--- src/inc/monitor_mux_map.svh ---
`ifndef MONITOR_MUX_MAP_SVH
`define MONITOR_MUX_MAP_SVH
// channel and step geometry
`define CHAN_COUNT 4
`define STEP_WIDTH 4
`define STEP_NONE 4'h0
`define STEP_FIRST 4'h1
// three-level pin encodings
`define TRI_LOW 2'h0
`define TRI_FLOAT 2'h1
`define TRI_HIGH 2'h2
// select timeout, reset period in ns and its cycle count at 10 ns
`define CLK_PERIOD_NS 10
`define RESET_PERIOD_NS 100000
`define RESET_PERIOD_CYCLES (`RESET_PERIOD_NS / `CLK_PERIOD_NS)
`define TIMEOUT_WIDTH 16
`endif

--- src/inc/monitor_mux_pkg.sv ---
package monitor_mux_pkg;
   typedef enum logic [2:0] {
      ST_IDLE = 3'h1,
      ST_BUS = 3'h2,
      ST_SHUNT = 3'h4
   } seq_state_type;
   typedef enum logic [1:0] {
      TRI_LOW = 2'h0,
      TRI_FLOAT = 2'h1,
      TRI_HIGH = 2'h2
   } tri_level_type;
endpackage : monitor_mux_pkg

--- src/hw/bus_valid_logic.sv ---
`timescale 1ns/1ns
`include "monitor_mux_map.svh"
module bus_valid_logic (
   // clock and reset
   input wire logic core_clk,
   input wire logic rst_n,
   // conditions
   input wire logic supply_ok,
   input wire logic enable_high,
   input wire logic bypass_n,
   input wire logic [`CHAN_COUNT-1:0] above_ref,
   // open-drain flag
   output logic flag_oe
);
   typedef struct packed {
      logic oe;
   } bv_state_type;
   bv_state_type state;
   bv_state_type next_state;
   // pull low unless supply is good, enable is not high and either bypassed or every input is above the reference
   always_comb begin
      next_state = state;
      next_state.oe = 1'b1;
      if (supply_ok && !enable_high) begin
         if (!bypass_n) begin
            next_state.oe = 1'b0;
         end else if (&above_ref) begin
            next_state.oe = 1'b0;
         end
      end
   end
   always_ff @(posedge core_clk or negedge rst_n) begin
      if (!rst_n) begin
         state <= '{oe: 1'b1};
      end else begin
         state <= next_state;
      end
   end
   assign flag_oe = state.oe;
endmodule : bus_valid_logic

--- src/hw/monitor_mux_control.sv ---
`timescale 1ns/1ns
`include "monitor_mux_map.svh"
// Operation
// - floating shunt output skips it and higher
// - unused bus inputs still gate flag
// - bypass low ignores comparisons, releases flag when supply good and enable not high
// - enable floating: limited, output off, reset
// - enable high: standby, divider ground off
// - role pin: low A, float alone, high B
// - flag low until all inputs above ref
// - steps bus then shunt, wraps to one
// - select held past reset period resets
module monitor_mux_control (
   // clock and reset
   input wire logic core_clk,
   input wire logic rst_n,
   // step select and mode pins
   input wire logic step_select_input,
   input wire logic [1:0] enable_level,
   input wire logic [1:0] role_level,
   input wire logic bypass_n,
   input wire logic supply_ok,
   // per channel sensing
   input wire logic [`CHAN_COUNT-1:0] shunt_output_present,
   input wire logic [`CHAN_COUNT-1:0] bus_above_ref,
   // outputs
   output logic diff_output_enable,
   output logic [1:0] out_channel,
   output logic out_is_shunt,
   output logic divider_ground_switch,
   output logic bandgap_ref_valid,
   output logic bus_valid_flag_oe
);
   typedef struct packed {
      monitor_mux_pkg::seq_state_type seq;
      logic [2:0] slot;
      logic partner;
      logic sel_prev;
      logic [`TIMEOUT_WIDTH-1:0] idle_count;
      logic drive;
      logic [1:0] chan;
      logic shunt;
      logic gnd;
      logic ref_ok;
   } ctl_state_type;
   ctl_state_type state;
   ctl_state_type next_state;
   logic [2:0] active;
   logic paired;
   logic full_on;
   logic edge_seen;
   logic slot_last;
   logic timed_out;
   // count of active channels: stops at first floating shunt output
   always_comb begin
      active = 3'h0;
      if (shunt_output_present[0]) begin
         active = 3'h1;
         if (shunt_output_present[1]) begin
            active = 3'h2;
            if (shunt_output_present[2]) begin
               active = 3'h3;
               if (shunt_output_present[3]) begin
                  active = 3'h4;
               end
            end
         end
      end
   end
   assign paired = (role_level != `TRI_FLOAT);
   assign full_on = (enable_level == `TRI_LOW);
   assign edge_seen = step_select_input && !state.sel_prev;
   assign slot_last = (state.slot == active - 3'h1);
   // level held past the reset period; any change in this cycle blocks it, so no rising edge is lost
   assign timed_out = (state.idle_count == `TIMEOUT_WIDTH'(`RESET_PERIOD_CYCLES)) &&
      (step_select_input == state.sel_prev);
   // sequencer
   always_comb begin
      next_state = state;
      next_state.sel_prev = step_select_input;
      next_state.gnd = (enable_level != `TRI_HIGH);
      next_state.ref_ok = 1'b1;
      if (step_select_input != state.sel_prev) begin
         next_state.idle_count = '0;
      end else if (state.idle_count != `TIMEOUT_WIDTH'(`RESET_PERIOD_CYCLES)) begin
         next_state.idle_count = state.idle_count + `TIMEOUT_WIDTH'(1);
      end
      if (!full_on || active == 3'h0) begin
         next_state.seq = monitor_mux_pkg::ST_IDLE;
         next_state.slot = 3'h0;
         next_state.partner = 1'b0;
      end else if (timed_out) begin
         next_state.seq = monitor_mux_pkg::ST_IDLE;
         next_state.slot = 3'h0;
         next_state.partner = 1'b0;
      end else if (edge_seen) begin
         unique case (state.seq)
            monitor_mux_pkg::ST_IDLE: begin
               next_state.seq = monitor_mux_pkg::ST_BUS;
               next_state.slot = 3'h0;
               next_state.partner = 1'b0;
            end
            monitor_mux_pkg::ST_BUS: begin
               next_state.seq = monitor_mux_pkg::ST_SHUNT;
            end
            monitor_mux_pkg::ST_SHUNT: begin
               next_state.seq = monitor_mux_pkg::ST_BUS;
               if (!slot_last) begin
                  next_state.slot = state.slot + 3'h1;
               end else begin
                  next_state.slot = 3'h0;
                  if (paired) begin
                     next_state.partner = !state.partner;
                  end
               end
            end
            default: begin
               next_state.seq = monitor_mux_pkg::ST_IDLE;
            end
         endcase
      end
      // drive only in own half: device A first, B second
      next_state.drive = (next_state.seq != monitor_mux_pkg::ST_IDLE) &&
         (!paired || (next_state.partner == (role_level == `TRI_HIGH)));
      next_state.chan = next_state.slot[1:0];
      next_state.shunt = (next_state.seq == monitor_mux_pkg::ST_SHUNT);
   end
   always_ff @(posedge core_clk or negedge rst_n) begin
      if (!rst_n) begin
         state <= '{seq: monitor_mux_pkg::ST_IDLE, slot: 3'h0, partner: 1'b0,
            sel_prev: 1'b0, idle_count: '0, drive: 1'b0, chan: 2'h0,
            shunt: 1'b0, gnd: 1'b0, ref_ok: 1'b1};
      end else begin
         state <= next_state;
      end
   end
   assign diff_output_enable = state.drive;
   assign out_channel = state.chan;
   assign out_is_shunt = state.shunt;
   assign divider_ground_switch = state.gnd;
   assign bandgap_ref_valid = state.ref_ok;
   // flag logic sees every bus input, used or not
   bus_valid_logic u_flag (
      .core_clk(core_clk),
      .rst_n(rst_n),
      .supply_ok(supply_ok),
      .enable_high(enable_level == `TRI_HIGH),
      .bypass_n(bypass_n),
      .above_ref(bus_above_ref),
      .flag_oe(bus_valid_flag_oe)
   );
endmodule : monitor_mux_control

--- config.mk ---
export PLATFORM = sky130hd
export DESIGN_NAME = monitor_mux_control
export DESIGN_NICKNAME = d
export VERILOG_FILES = /design/src/inc/monitor_mux_pkg.sv /design/src/hw/bus_valid_logic.sv /design/src/hw/monitor_mux_control.sv
export VERILOG_INCLUDE_DIRS = /design/src /design/src/inc
export SDC_FILE = /design/constraint.sdc
export NUM_CORES = 1
export LEC_CHECK = 0
export ABC_AREA = 0
export BUFFER_PORTS_ARGS = -buffer_cell sky130_fd_sc_hd__clkbuf_2
export CORE_ASPECT_RATIO = 0.9
export CORE_MARGIN = 4
export CORE_UTILIZATION = 40
export DETAILED_ROUTE_END_ITERATION = 8
export SKIP_LAST_GASP = 1
export SLEW_MARGIN = 0
export SYNTH_ARGS = -nofsm -noshare
export SYNTH_HDL_FRONTEND = slang
export SYNTH_SLANG_ARGS = --single-unit
--- constraint.sdc ---
create_clock -name core_clk -period 5.8 [get_ports core_clk]
set_input_delay 0.58 -clock core_clk [delete_from_list [all_inputs] [get_ports core_clk]]
set_output_delay 0.58 -clock core_clk [all_outputs]
set_load 0.02 [all_outputs]
==> results of run 1 <==
## path summary, 6_finish.rpt
check,from,end,slack [ps],cells after the start
setup / recovery,shunt_output_present[3],diff_output_enable,3580,11
min in group core_clk,supply_ok,u_flag.flag_oe,440,2
hold / removal,rst_n,state[6],330,1
setup reg to reg,state[22],diff_output_enable,3660,6
max in group asynchronous,rst_n,state[28],5030,1
hold reg to reg,state[19],state[19],570,2
## metrics by stage
stage | worst slack [ps] | instances | power (µW) | hold WS, ps | util, %
after floorplan | 3630 | 172 | 237 | 284 | -
after global placement | 3370 | 233 | 253 | 537 | 45.6
after detailed placement | 3290 | 233 | 254 | 545 | 45.6
after CTS | 3590 | 237 | 375 | 352 | 47.1
after global routing | 3390 | 237 | 390 | 386 | 47.1
final | 3580 | 237 | 367 | 330 | 47.1
## registers in the layout (all words and copies together) (netlist names)
signal / count
u_flag.flag_oe: 1
diff_output_enable: 1
out_is_shunt: 1
divider_ground_switch: 1
state: 24
## where the power goes
group	total, µW	internal (µW)	switching (µW)
Clock	118	60.7	56.8
Combinational	44.2	17.7	26.5
Sequential	205	200	5.02
## kinds of logic (layout without fill, tap and decap cells)
family	Yosys count	after routing
adder cells (fa/ha/maj)	5	5
XOR/XNOR	16	16
buffers and inverters	16	35
multiplexers	4	4
AND/OR/NAND/NOR	82	82
flip-flops	28	28
AO/OA/AOI/OAI	20	20
other	1	1
## Yosys cell counts (2+ instances only)
master	n
a21oi_1	6
a31oi_1	2
buf_2	2
buf_4	3
clkbuf_1	2
dfrtp_1	26
dfstp_2	2
ha_1	5
inv_1	9
mux2i_1	3
nand2_1	12
nand2b_1	10
nand3_1	10
nand4_1	5
nor2_1	20
nor2b_1	4
nor3_1	7
nor3b_1	3
nor4b_1	2
o21ai_0	3
xnor2_1	6
xor2_1	10
## worst max-delay path, cell delays in order
cell       delay, ps
clkbuf_2         100
nand2b_4         140
nand2_1           60
nand2_1           60
ha_1             190
xor2_1           150
xnor2_1          130
a211oi_2         310
nor3b_2          280
o2111ai_1        130
and4bb_2         250
## metal layers
| metal | up-vias | GRT usage, % |
|---|---|---|
| li1 | 620 | - |
| met1 | 576 | 18.0 |
| met2 | 29 | 22.7 |
| met3 | 4 | 3.82 |
| met4 | 0 | 4.67 |
| met5 | - | 0 |
## layout make-up
class	instances	area [µm²]	area share [%]
clock buffer	4	55.1	3.09
timing repair buffer	22	110	6.18
multi-input combinational	128	822	46.1
tap	46	57.6	3.23
inverter	9	33.8	1.90
sequential	28	703	39.5
==> summary.txt, run 1 <==
Run status
  • Outcome: complete, no violations

STA
  • Setup TNS: 0 ps
  • Setup violators final: 0
  • Final clock skew: between 5 and 6 ps
  • Max Clk Rate: ~450 MHz
  • RSZ-0062 raised after global routing: false
  • Final hold vios: 0
  • Slew @ Worst Pin: 685 ps
  • Min cycle time layout: between 2000 and 2500 ps
  • Max Slew Vio Count: 0
  • Rel. slew slack: about 54%
  • Final period util: a little under two fifths

Critical path
  • Crit Path Category: in -> reg
  • Worst Setup Start Kind: input port
  • Max FO, Critical Path: 5
  • Arr. time, crit path: about 2400 ps
  • Worst Path Required: between 5000 and 6000 ps
  • Critical path capture point type: flop

Yosys
  • EDFF count, synth: 0
  • Synth unique cells: 42
  • Adder-cell share of the synthesized area: 3.91%
  • Syn Std Cell Area: between 1500 and 2000 µm²
  • YS warnings: 0
  • Register area share after synthesis: between 40% and 50%
  • Post-synth top area cell: dfrtp_1
  • Synth Register Bits: 28
  • Async SR Flop Fraction: 100%
  • XOR/XNOR Fraction of Synth Area: under 10%
  • Primary FF master, synth: dfrtp_1
  • Largest family of logic cells by synthesized area: simple AND/OR/NAND/NOR gates
  • Simple-gate portion of the synthesized area: 27.7%
  • Syn nets: 194
  • Syn avg cell area: 9.30 µm²
  • Most area-consuming cells after synthesis: dfrtp_1 (41%), xor2_1 (5.5%), nor2_1 (4.7%)
  • Synth Area in Compound Gates: about 8.2%
  • Mux contribution to synthesized area: around 2.6%
  • Post-Synthesis Cells: around 170
  • Post-synth top area share: about two fifths

Route
  • Met3 WL post-DR: ~200 µm
  • Final wirelength: roughly 3.1 mm
  • Met2 wire length: between 1 and 1.5 mm
  • DR DRC count: 0
  • Detailed-router iteration count before antenna repair: 4
  • Via count: between 1000 and 1500
  • Wire per inst: between 10 and 15 µm
  • Detailed Route Iter0 Violations: 54
  • Routed Antenna Nets: 0
  • Via/cell ratio: between 5 and 6
  • Length of routed wiring on met1: 1.48 mm
  • Top sig layer: met4

Clock tree
  • CTS root buffer: clkbuf_8
  • CTS tree: yes
  • Post_cts resized: 0
  • Clock Pin Slew Worst Setup and Hold Paths: 90 ps
  • Setup Fix Bufs, Post-CTS: 0
  • Clock Path Buffers: 2
  • Worst-Skew Late Latency: approximately 270 ps
  • Num CTS Buffers: 3
  • H-tree lvl count: 1
  • CTS Hold Bufs: 0
  • Clock sinks: 28

Layout
  • FILL cells: 374
  • Diodes inserted: 0
  • Design Area, Final: ~1800 µm²
  • Most common cell after layout, fill and taps aside: dfrtp_1
  • Net count, final: roughly 210
  • Layout cells sized above 1: between 15 and 20%
  • Area Overhead vs Synth: 11.4%
  • Leading cell types in the layout, fill and taps excluded: dfrtp_1 (26), clkbuf_2 (22), nor2_1 (20)

Hold path
  • Worst min-delay path class: in -> async

Floorplan
  • FP Rows: 21
  • Width of the die: approximately 75 µm
  • I/O pin count: 24
  • Initial Util: between 40% and 50%
  • Core area: 3780 µm²
  • Height of the die: roughly 68 µm
  • DIE AREA: roughly 5100 µm²

Global routing
  • Initial antenna violation count: 0
  • First-pass GRT wire length: approximately 5.5 mm
  • Largest net degree at the start of global routing: 29
  • Overall routing resource usage: 14.0%
  • Overflow after GRT: 0
  • Vias in the first global route: around 1300

Power and ir drop
  • Power density cells: ~200 nW/µm²
  • Pleak: 0.000792 µW
  • Max IR drop VDD: between 0.1 and 0.15 mV

Place
  • DPL Wire Length: 2.38 mm
  • RePlAce Congestion: around 0.77
  • Placed cell area: 1730 µm²
  • Number of port buffers: 22

Flow run
  • Max Cap Violations: 0
(Power assumes the default switching activity.)
==> inputs of run 2 (changes only) <==
==> constraint.sdc (replaced) <==
create_clock -name core_clk -period 2.3 [get_ports core_clk]
set_input_delay 0.23 -clock core_clk [delete_from_list [all_inputs] [get_ports core_clk]]
set_output_delay 0.23 -clock core_clk [all_outputs]
set_load 0.02 [all_outputs]
==> run 2 against run 1 <==
Net effect:
- the flow now finishes with violations (negative hold slack)
- flip-flop and latch count unchanged
- utilization rose by 1.4 points
- global-route usage down 0.088 points
- worst setup slack got worse by 3300 ps
- critical path depth is 4 lower
- combinational power rose to 2.6 times the previous value
- worst hold slack lost 350 ps
- die area is the same
- via count shrank 0.33%
- largest cell class unchanged
==> summary.txt, run 2 (synthesis results as in run 1) <==
Run status
  • Outcome: finished with violations (was complete, no violations)
  • Failing checks: negative hold slack

STA
  • Slew @ Worst Pin: 698 ps (was 685 ps)
  • Max Slew Vio Count: 0 (unchanged)
  • Min cycle time layout: 1990 ps
  • Post-route worst setup slack: 308 ps (was 3580 ps)
  • Setup violators final: 0 (unchanged)
  • Final hold vios: 26 (was 0)
  • Final period util: between 80% and 90%
  • RSZ-0062 raised after global routing: false (unchanged)
  • Final clock skew: 5.74 ps (was 5.30 ps)
  • Max Clk Rate: ~500 MHz
  • Setup TNS: 0 ps (unchanged)
  • Rel. slew slack: 53.5% (was 54.4%)
  • Worst Hold Margin: -21.2 ps (was 330 ps)

Layout
  • Diodes inserted: 0 (unchanged)
  • Register with the most flip-flops: state (unchanged)
  • Register area: 703 µm² (unchanged)
  • Layout cells sized above 1: 19.4% (was 17.3%)
  • FILL cells: 371 (was 374)
  • Area Overhead vs Synth: 14.8% (was 11.4%)
  • Most common cell after layout, fill and taps aside: dfrtp_1 (unchanged)
  • Leading cell types in the layout, fill and taps excluded: dfrtp_1 (26), clkbuf_2 (22), nor2_1 (20) (unchanged)
  • Area of the multi-input gates: 822 µm² (unchanged)
  • Non-filler cells, final: 242 (was 237)
  • Max reg flops: 24 (unchanged)
  • Net count, final: 219 (was 214)

Place
  • RePlAce Congestion: 0.814 (was 0.770)
  • Number of port buffers: 22 (unchanged)
  • Post-Place Cells: 238 (was 233)
  • DPL Wire Length: 2.29 mm (was 2.38 mm)
  • Setup WS pre-CTS: 187 ps (was 3290 ps)

Power and ir drop
  • Pleak: 0.000824 µW (was 0.000792 µW)
  • Max IR drop VDD: 0.363 mV (was 0.148 mV)
  • Power density cells: 555 nW/µm² (was 206 nW/µm²)
  • Pwr Total: 1020 µW (was 367 µW)

Critical path
  • Worst Setup Start Kind: flop (was input port)
  • Critical path capture point type: flop (unchanged)
  • Crit Path Category: reg -> reg (was in -> reg)
  • Arr. time, crit path: 2210 ps (was 2390 ps)
  • Worst Path Required: 2520 ps (was 5960 ps)
  • Max FO, Critical Path: 9 (was 5)

Floorplan
  • DIE AREA: 5070 µm² (unchanged)
  • Core area: 3780 µm² (unchanged)
  • I/O pin count: 24 (unchanged)
  • Height of the die: 68.0 µm (unchanged)
  • FP Rows: 21 (unchanged)
  • Initial Util: 42.3% (unchanged)
  • Width of the die: 74.6 µm (unchanged)

Route
  • Final wirelength: 3.05 mm (was 3.10 mm)
  • Via count: 1225 (was 1229)
  • Wire per inst: 12.6 µm (was 13.1 µm)
  • Detailed Route Iter0 Violations: 55 (was 54)
  • Detailed-router iteration count before antenna repair: 4 (unchanged)
  • DR DRC count: 0 (unchanged)
  • Routed Antenna Nets: 0 (unchanged)
  • Via/cell ratio: 5.06 (was 5.19)

Clock tree
  • Clock sinks: 28 (unchanged)
  • Clock Pin Slew Worst Setup and Hold Paths: 100 ps (was 90 ps)
  • CTS tree: yes (unchanged)
  • CTS root buffer: clkbuf_8 (unchanged)
  • Setup Fix Bufs, Post-CTS: 0 (unchanged)
  • Post_cts resized: 0 (unchanged)
  • H-tree lvl count: 1 (unchanged)
  • Worst-Skew Late Latency: 280 ps (was 270 ps)
  • Num CTS Buffers: 3 (unchanged)
  • CTS Hold Bufs: 0 (unchanged)
  • Clock Path Buffers: 2 (unchanged)

Global routing
  • Overall routing resource usage: 13.9% (was 14.0%)
  • Overflow after GRT: 0 (unchanged)
  • First-pass GRT wire length: 5.43 mm (was 5.45 mm)
  • Initial antenna violation count: 0 (unchanged)
  • Largest net degree at the start of global routing: 29 (unchanged)
  • Vias in the first global route: 1190 (was 1260)

Flow run
  • Max Cap Violations: 0 (unchanged)

Hold path
  • Worst min-delay path class: in -> async (unchanged)
[run 2: cell count changes in the layout (fill, tap and decap cells not counted), sizes merged]
cell	delta
buf	+5
bufinv	+1
clkbuf	-1
[run 2: critical path, stage by stage, from the launching register on]
cell and delay, ps:
dfrtp_1 410, inv_1 80, ha_1 190, nor3b_1 130
nand4_1 120, nor2_1 60, or4_1 590, and4bb_2 360
[run 2: power by group]
part	internal [µW]	total, µW	leakage [µW]	switching, µW
registers	505	518	0.000376	12.4
logic	48.1	115	0.000413	67.2
clock network	233	385	0.0000357	152
total	786	1020	0.000824	232
[run 2: path summary, 6_finish.rpt]
kind                            slack, ps  depth (start not counted)         startpoint               endpoint
worst max-delay path                  310                          7           state[6]     diff_output_enable
worst min-delay path                  -20                          1              rst_n              state[20]
worst max register to register        310                          7           state[6]     diff_output_enable
worst min register to register        560                          2          state[21]              state[21]
max in group asynchronous            1870                          1              rst_n  divider_ground_switch
min in group core_clk                  90                          1  step_select_input              state[22]
[run 2: through the flow]
stage	util, %	instance area, µm²	hold slack [ps]
final	48.5	1840	-21.2
after global routing	48.5	1840	21.9
after CTS	48.5	1840	7.97
after detailed placement	46.6	1760	322
after global placement	46.6	1760	303
after floorplan	-	1600	-65.6
[run 2: area by class of cell]
class                      instances  area share [%]
clock buffer                       3            2.25
inverter                           9            1.84
tap                               46            3.14
timing repair buffer              27            8.04
clock inverter                     1            1.64
multi-input combinational        128            44.8
sequential                        28            38.3
[run 2: routing by layer]
| layer | GRT usage (%) | wire length (µm) |
|---|---|---|
| met2 | 22.1 | 1370 |
| met5 | 0 | 0 |
| met1 | 18.9 | 1470 |
| met3 | 4.11 | 193 |
| met4 | 2.67 | 17 |
==> inputs of run 3 (changes only) <==
--- a/config.mk
+++ b/config.mk
@@ -12,6 +12,7 @@
 export CORE_MARGIN = 4
 export CORE_UTILIZATION = 40
 export DETAILED_ROUTE_END_ITERATION = 8
+export PLACE_DENSITY = 0.63
 export SKIP_LAST_GASP = 1
 export SLEW_MARGIN = 0
 export SYNTH_ARGS = -nofsm -noshare
==> run 3 against run 2 <==
Net effect:
- largest cell class unchanged
- clock power up 2%
- clock-buffer cell count unchanged
- sequential share of layout area unchanged
- the run still ends with negative hold slack left
- worst hold slack better by 4.0 ps
- utilization unchanged
- combinational power about the same
- total power up 0.67%
- routed wire length up 1.6%
- final cell count unchanged
- critical path depth unchanged
==> summary.txt, run 3 (synthesis results as in run 1) <==
STA
  • Post-route worst setup slack: 298 ps (was 308 ps)
  • Worst Hold Margin: -17.2 ps (was -21.2 ps)
  • RSZ-0062 raised after global routing: false (unchanged)
  • Setup violators final: 0 (unchanged)
  • Setup TNS: 0 ps (unchanged)
  • Final clock skew: 1.62 ps (was 5.74 ps)
  • Max Clk Rate: 500 MHz (was 502 MHz)
  • Rel. slew slack: 53.0% (was 53.5%)
  • Min cycle time layout: 2000 ps (was 1990 ps)
  • Max Slew Vio Count: 0 (unchanged)
  • Final hold vios: 26 (unchanged)
  • Slew @ Worst Pin: 706 ps (was 698 ps)
  • Final period util: 87.0% (was 86.6%)

Route
  • Via count: 1250 (was 1225)
  • DR DRC count: 0 (unchanged)
  • Detailed-router iteration count before antenna repair: 4 (unchanged)
  • Final wirelength: 3.10 mm (was 3.05 mm)
  • Detailed Route Iter0 Violations: 56 (was 55)
  • Wire per inst: 12.8 µm (was 12.6 µm)
  • Routed Antenna Nets: 0 (unchanged)
  • Via/cell ratio: 5.17 (was 5.06)

Global routing
  • Overall routing resource usage: 13.3% (was 13.9%)
  • Largest net degree at the start of global routing: 29 (unchanged)
  • First-pass GRT wire length: 5.20 mm (was 5.43 mm)
  • Overflow after GRT: 0 (unchanged)
  • Initial antenna violation count: 0 (unchanged)
  • Vias in the first global route: 1175 (was 1190)

Clock tree
  • CTS root buffer: clkbuf_8 (unchanged)
  • Worst-Skew Late Latency: 270 ps (was 280 ps)
  • Clock sinks: 28 (unchanged)
  • CTS tree: yes (unchanged)
  • Post_cts resized: 0 (unchanged)
  • Num CTS Buffers: 3 (unchanged)
  • Setup Fix Bufs, Post-CTS: 0 (unchanged)
  • Clock Pin Slew Worst Setup and Hold Paths: 100 ps (about the same)
  • Clock Path Buffers: 2 (unchanged)
  • CTS Hold Bufs: 0 (unchanged)
  • H-tree lvl count: 1 (unchanged)

Layout
  • Most common cell after layout, fill and taps aside: dfrtp_1 (unchanged)
  • Layout cells sized above 1: 19.4% (unchanged)
  • Register with the most flip-flops: state (unchanged)
  • FILL cells: 365 (was 371)
  • Area Overhead vs Synth: 14.8% (unchanged)
  • Diodes inserted: 0 (unchanged)
  • Max reg flops: 24 (unchanged)
  • Net count, final: 219 (unchanged)
  • Leading cell types in the layout, fill and taps excluded: dfrtp_1 (26), clkbuf_2 (22), nor2_1 (20) (unchanged)

Critical path
  • Worst Setup Start Kind: flop (unchanged)
  • R2R Path Start: state[6] (unchanged)
  • Max FO, Critical Path: 9 (unchanged)
  • Crit Path Category: reg -> reg (unchanged)
  • Arr. time, crit path: 2220 ps (was 2210 ps)
  • Critical path capture point type: flop (unchanged)
  • Worst Path Required: 2520 ps (about the same)
  • Beginning of the critical path: state[6] (unchanged)

Floorplan
  • Height of the die: 68.0 µm (unchanged)
  • FP Rows: 21 (unchanged)
  • Initial Util: 42.3% (unchanged)
  • Core area: 3780 µm² (unchanged)
  • Width of the die: 74.6 µm (unchanged)
  • DIE AREA: 5070 µm² (unchanged)
  • I/O pin count: 24 (unchanged)

Place
  • RePlAce Congestion: 0.837 (was 0.814)
  • DPL Wire Length: 2.35 mm (was 2.29 mm)
  • Number of port buffers: 22 (unchanged)
  • Setup WS pre-CTS: 185 ps (was 187 ps)

Run status
  • Failing checks: negative hold slack (unchanged)
  • Outcome: finished with violations (unchanged)

Flow run
  • Max Cap Violations: 0 (unchanged)

Hold path
  • Worst min-delay path class: in -> async (unchanged)

Power and ir drop
  • Power density cells: 558 nW/µm² (was 555 nW/µm²)
  • Pleak: 0.000824 µW (unchanged)
  • Max IR drop VDD: 0.446 mV (was 0.363 mV)
==> run 3: worst paths after layout <==
check | slack (ps) | endpoint | cells past startpoint
hold / removal | -20 | state[21] | 1
setup reg to reg | 300 | diff_output_enable | 7
hold reg to reg | 570 | state[21] | 2
setup / recovery | 300 | diff_output_enable | 7
max in group asynchronous | 1870 | divider_ground_switch | 1
min in group core_clk | 80 | state[22] | 1
==> run 3: layout make-up <==
cell class	count	area (µm²)	share of cell area [%]
well taps	46	57.6	3.14
clock inverters	1	30.0	1.64
multi-input cells	128	822	44.8
inverters	9	33.8	1.84
clock buffers	3	41.3	2.25
flip-flops and latches	28	703	38.3
repair buffers	27	148	8.04
==> run 3: power by group <==
part           internal [µW]  switching, µW
Combinational           48.0           68.3
Sequential               505           12.1
Clock                    233            158
==> run 3: routing by layer <==
| metal | wire, µm | vias up | part of all wire, % | track usage [%] |
|---|---|---|---|---|
| met5 | 0 | - | 0 | 0 |
| met4 | 27 | 0 | 0.87 | 3.33 |
| met3 | 175 | 4 | 5.6 | 2.64 |
| met2 | 1390 | 30 | 45 | 21.4 |
| met1 | 1510 | 578 | 49 | 18.5 |
| li1 | - | 638 | - | - |
==> run 3: worst max-delay path, cell delays in order (launching register included) <==
cell	delay (ps)
dfrtp_1	410
inv_1	80
ha_1	190
nor3b_1	150
nand4_1	110
nor2_1	60
or4_1	590
and4bb_2	360
==> run 3: metrics by stage <==
stage | hold WS [ps] | instances | instance area (µm²) | utilization (%) | power, µW
floorplan | -65.6 | 172 | 1600 | - | 598
global placement | 302 | 238 | 1760 | 46.6 | 641
detailed placement | 315 | 238 | 1760 | 46.6 | 645
CTS | 14.3 | 242 | 1840 | 48.5 | 1030
global route | 30.5 | 242 | 1840 | 48.5 | 1080
finish | -17.2 | 242 | 1840 | 48.5 | 1020
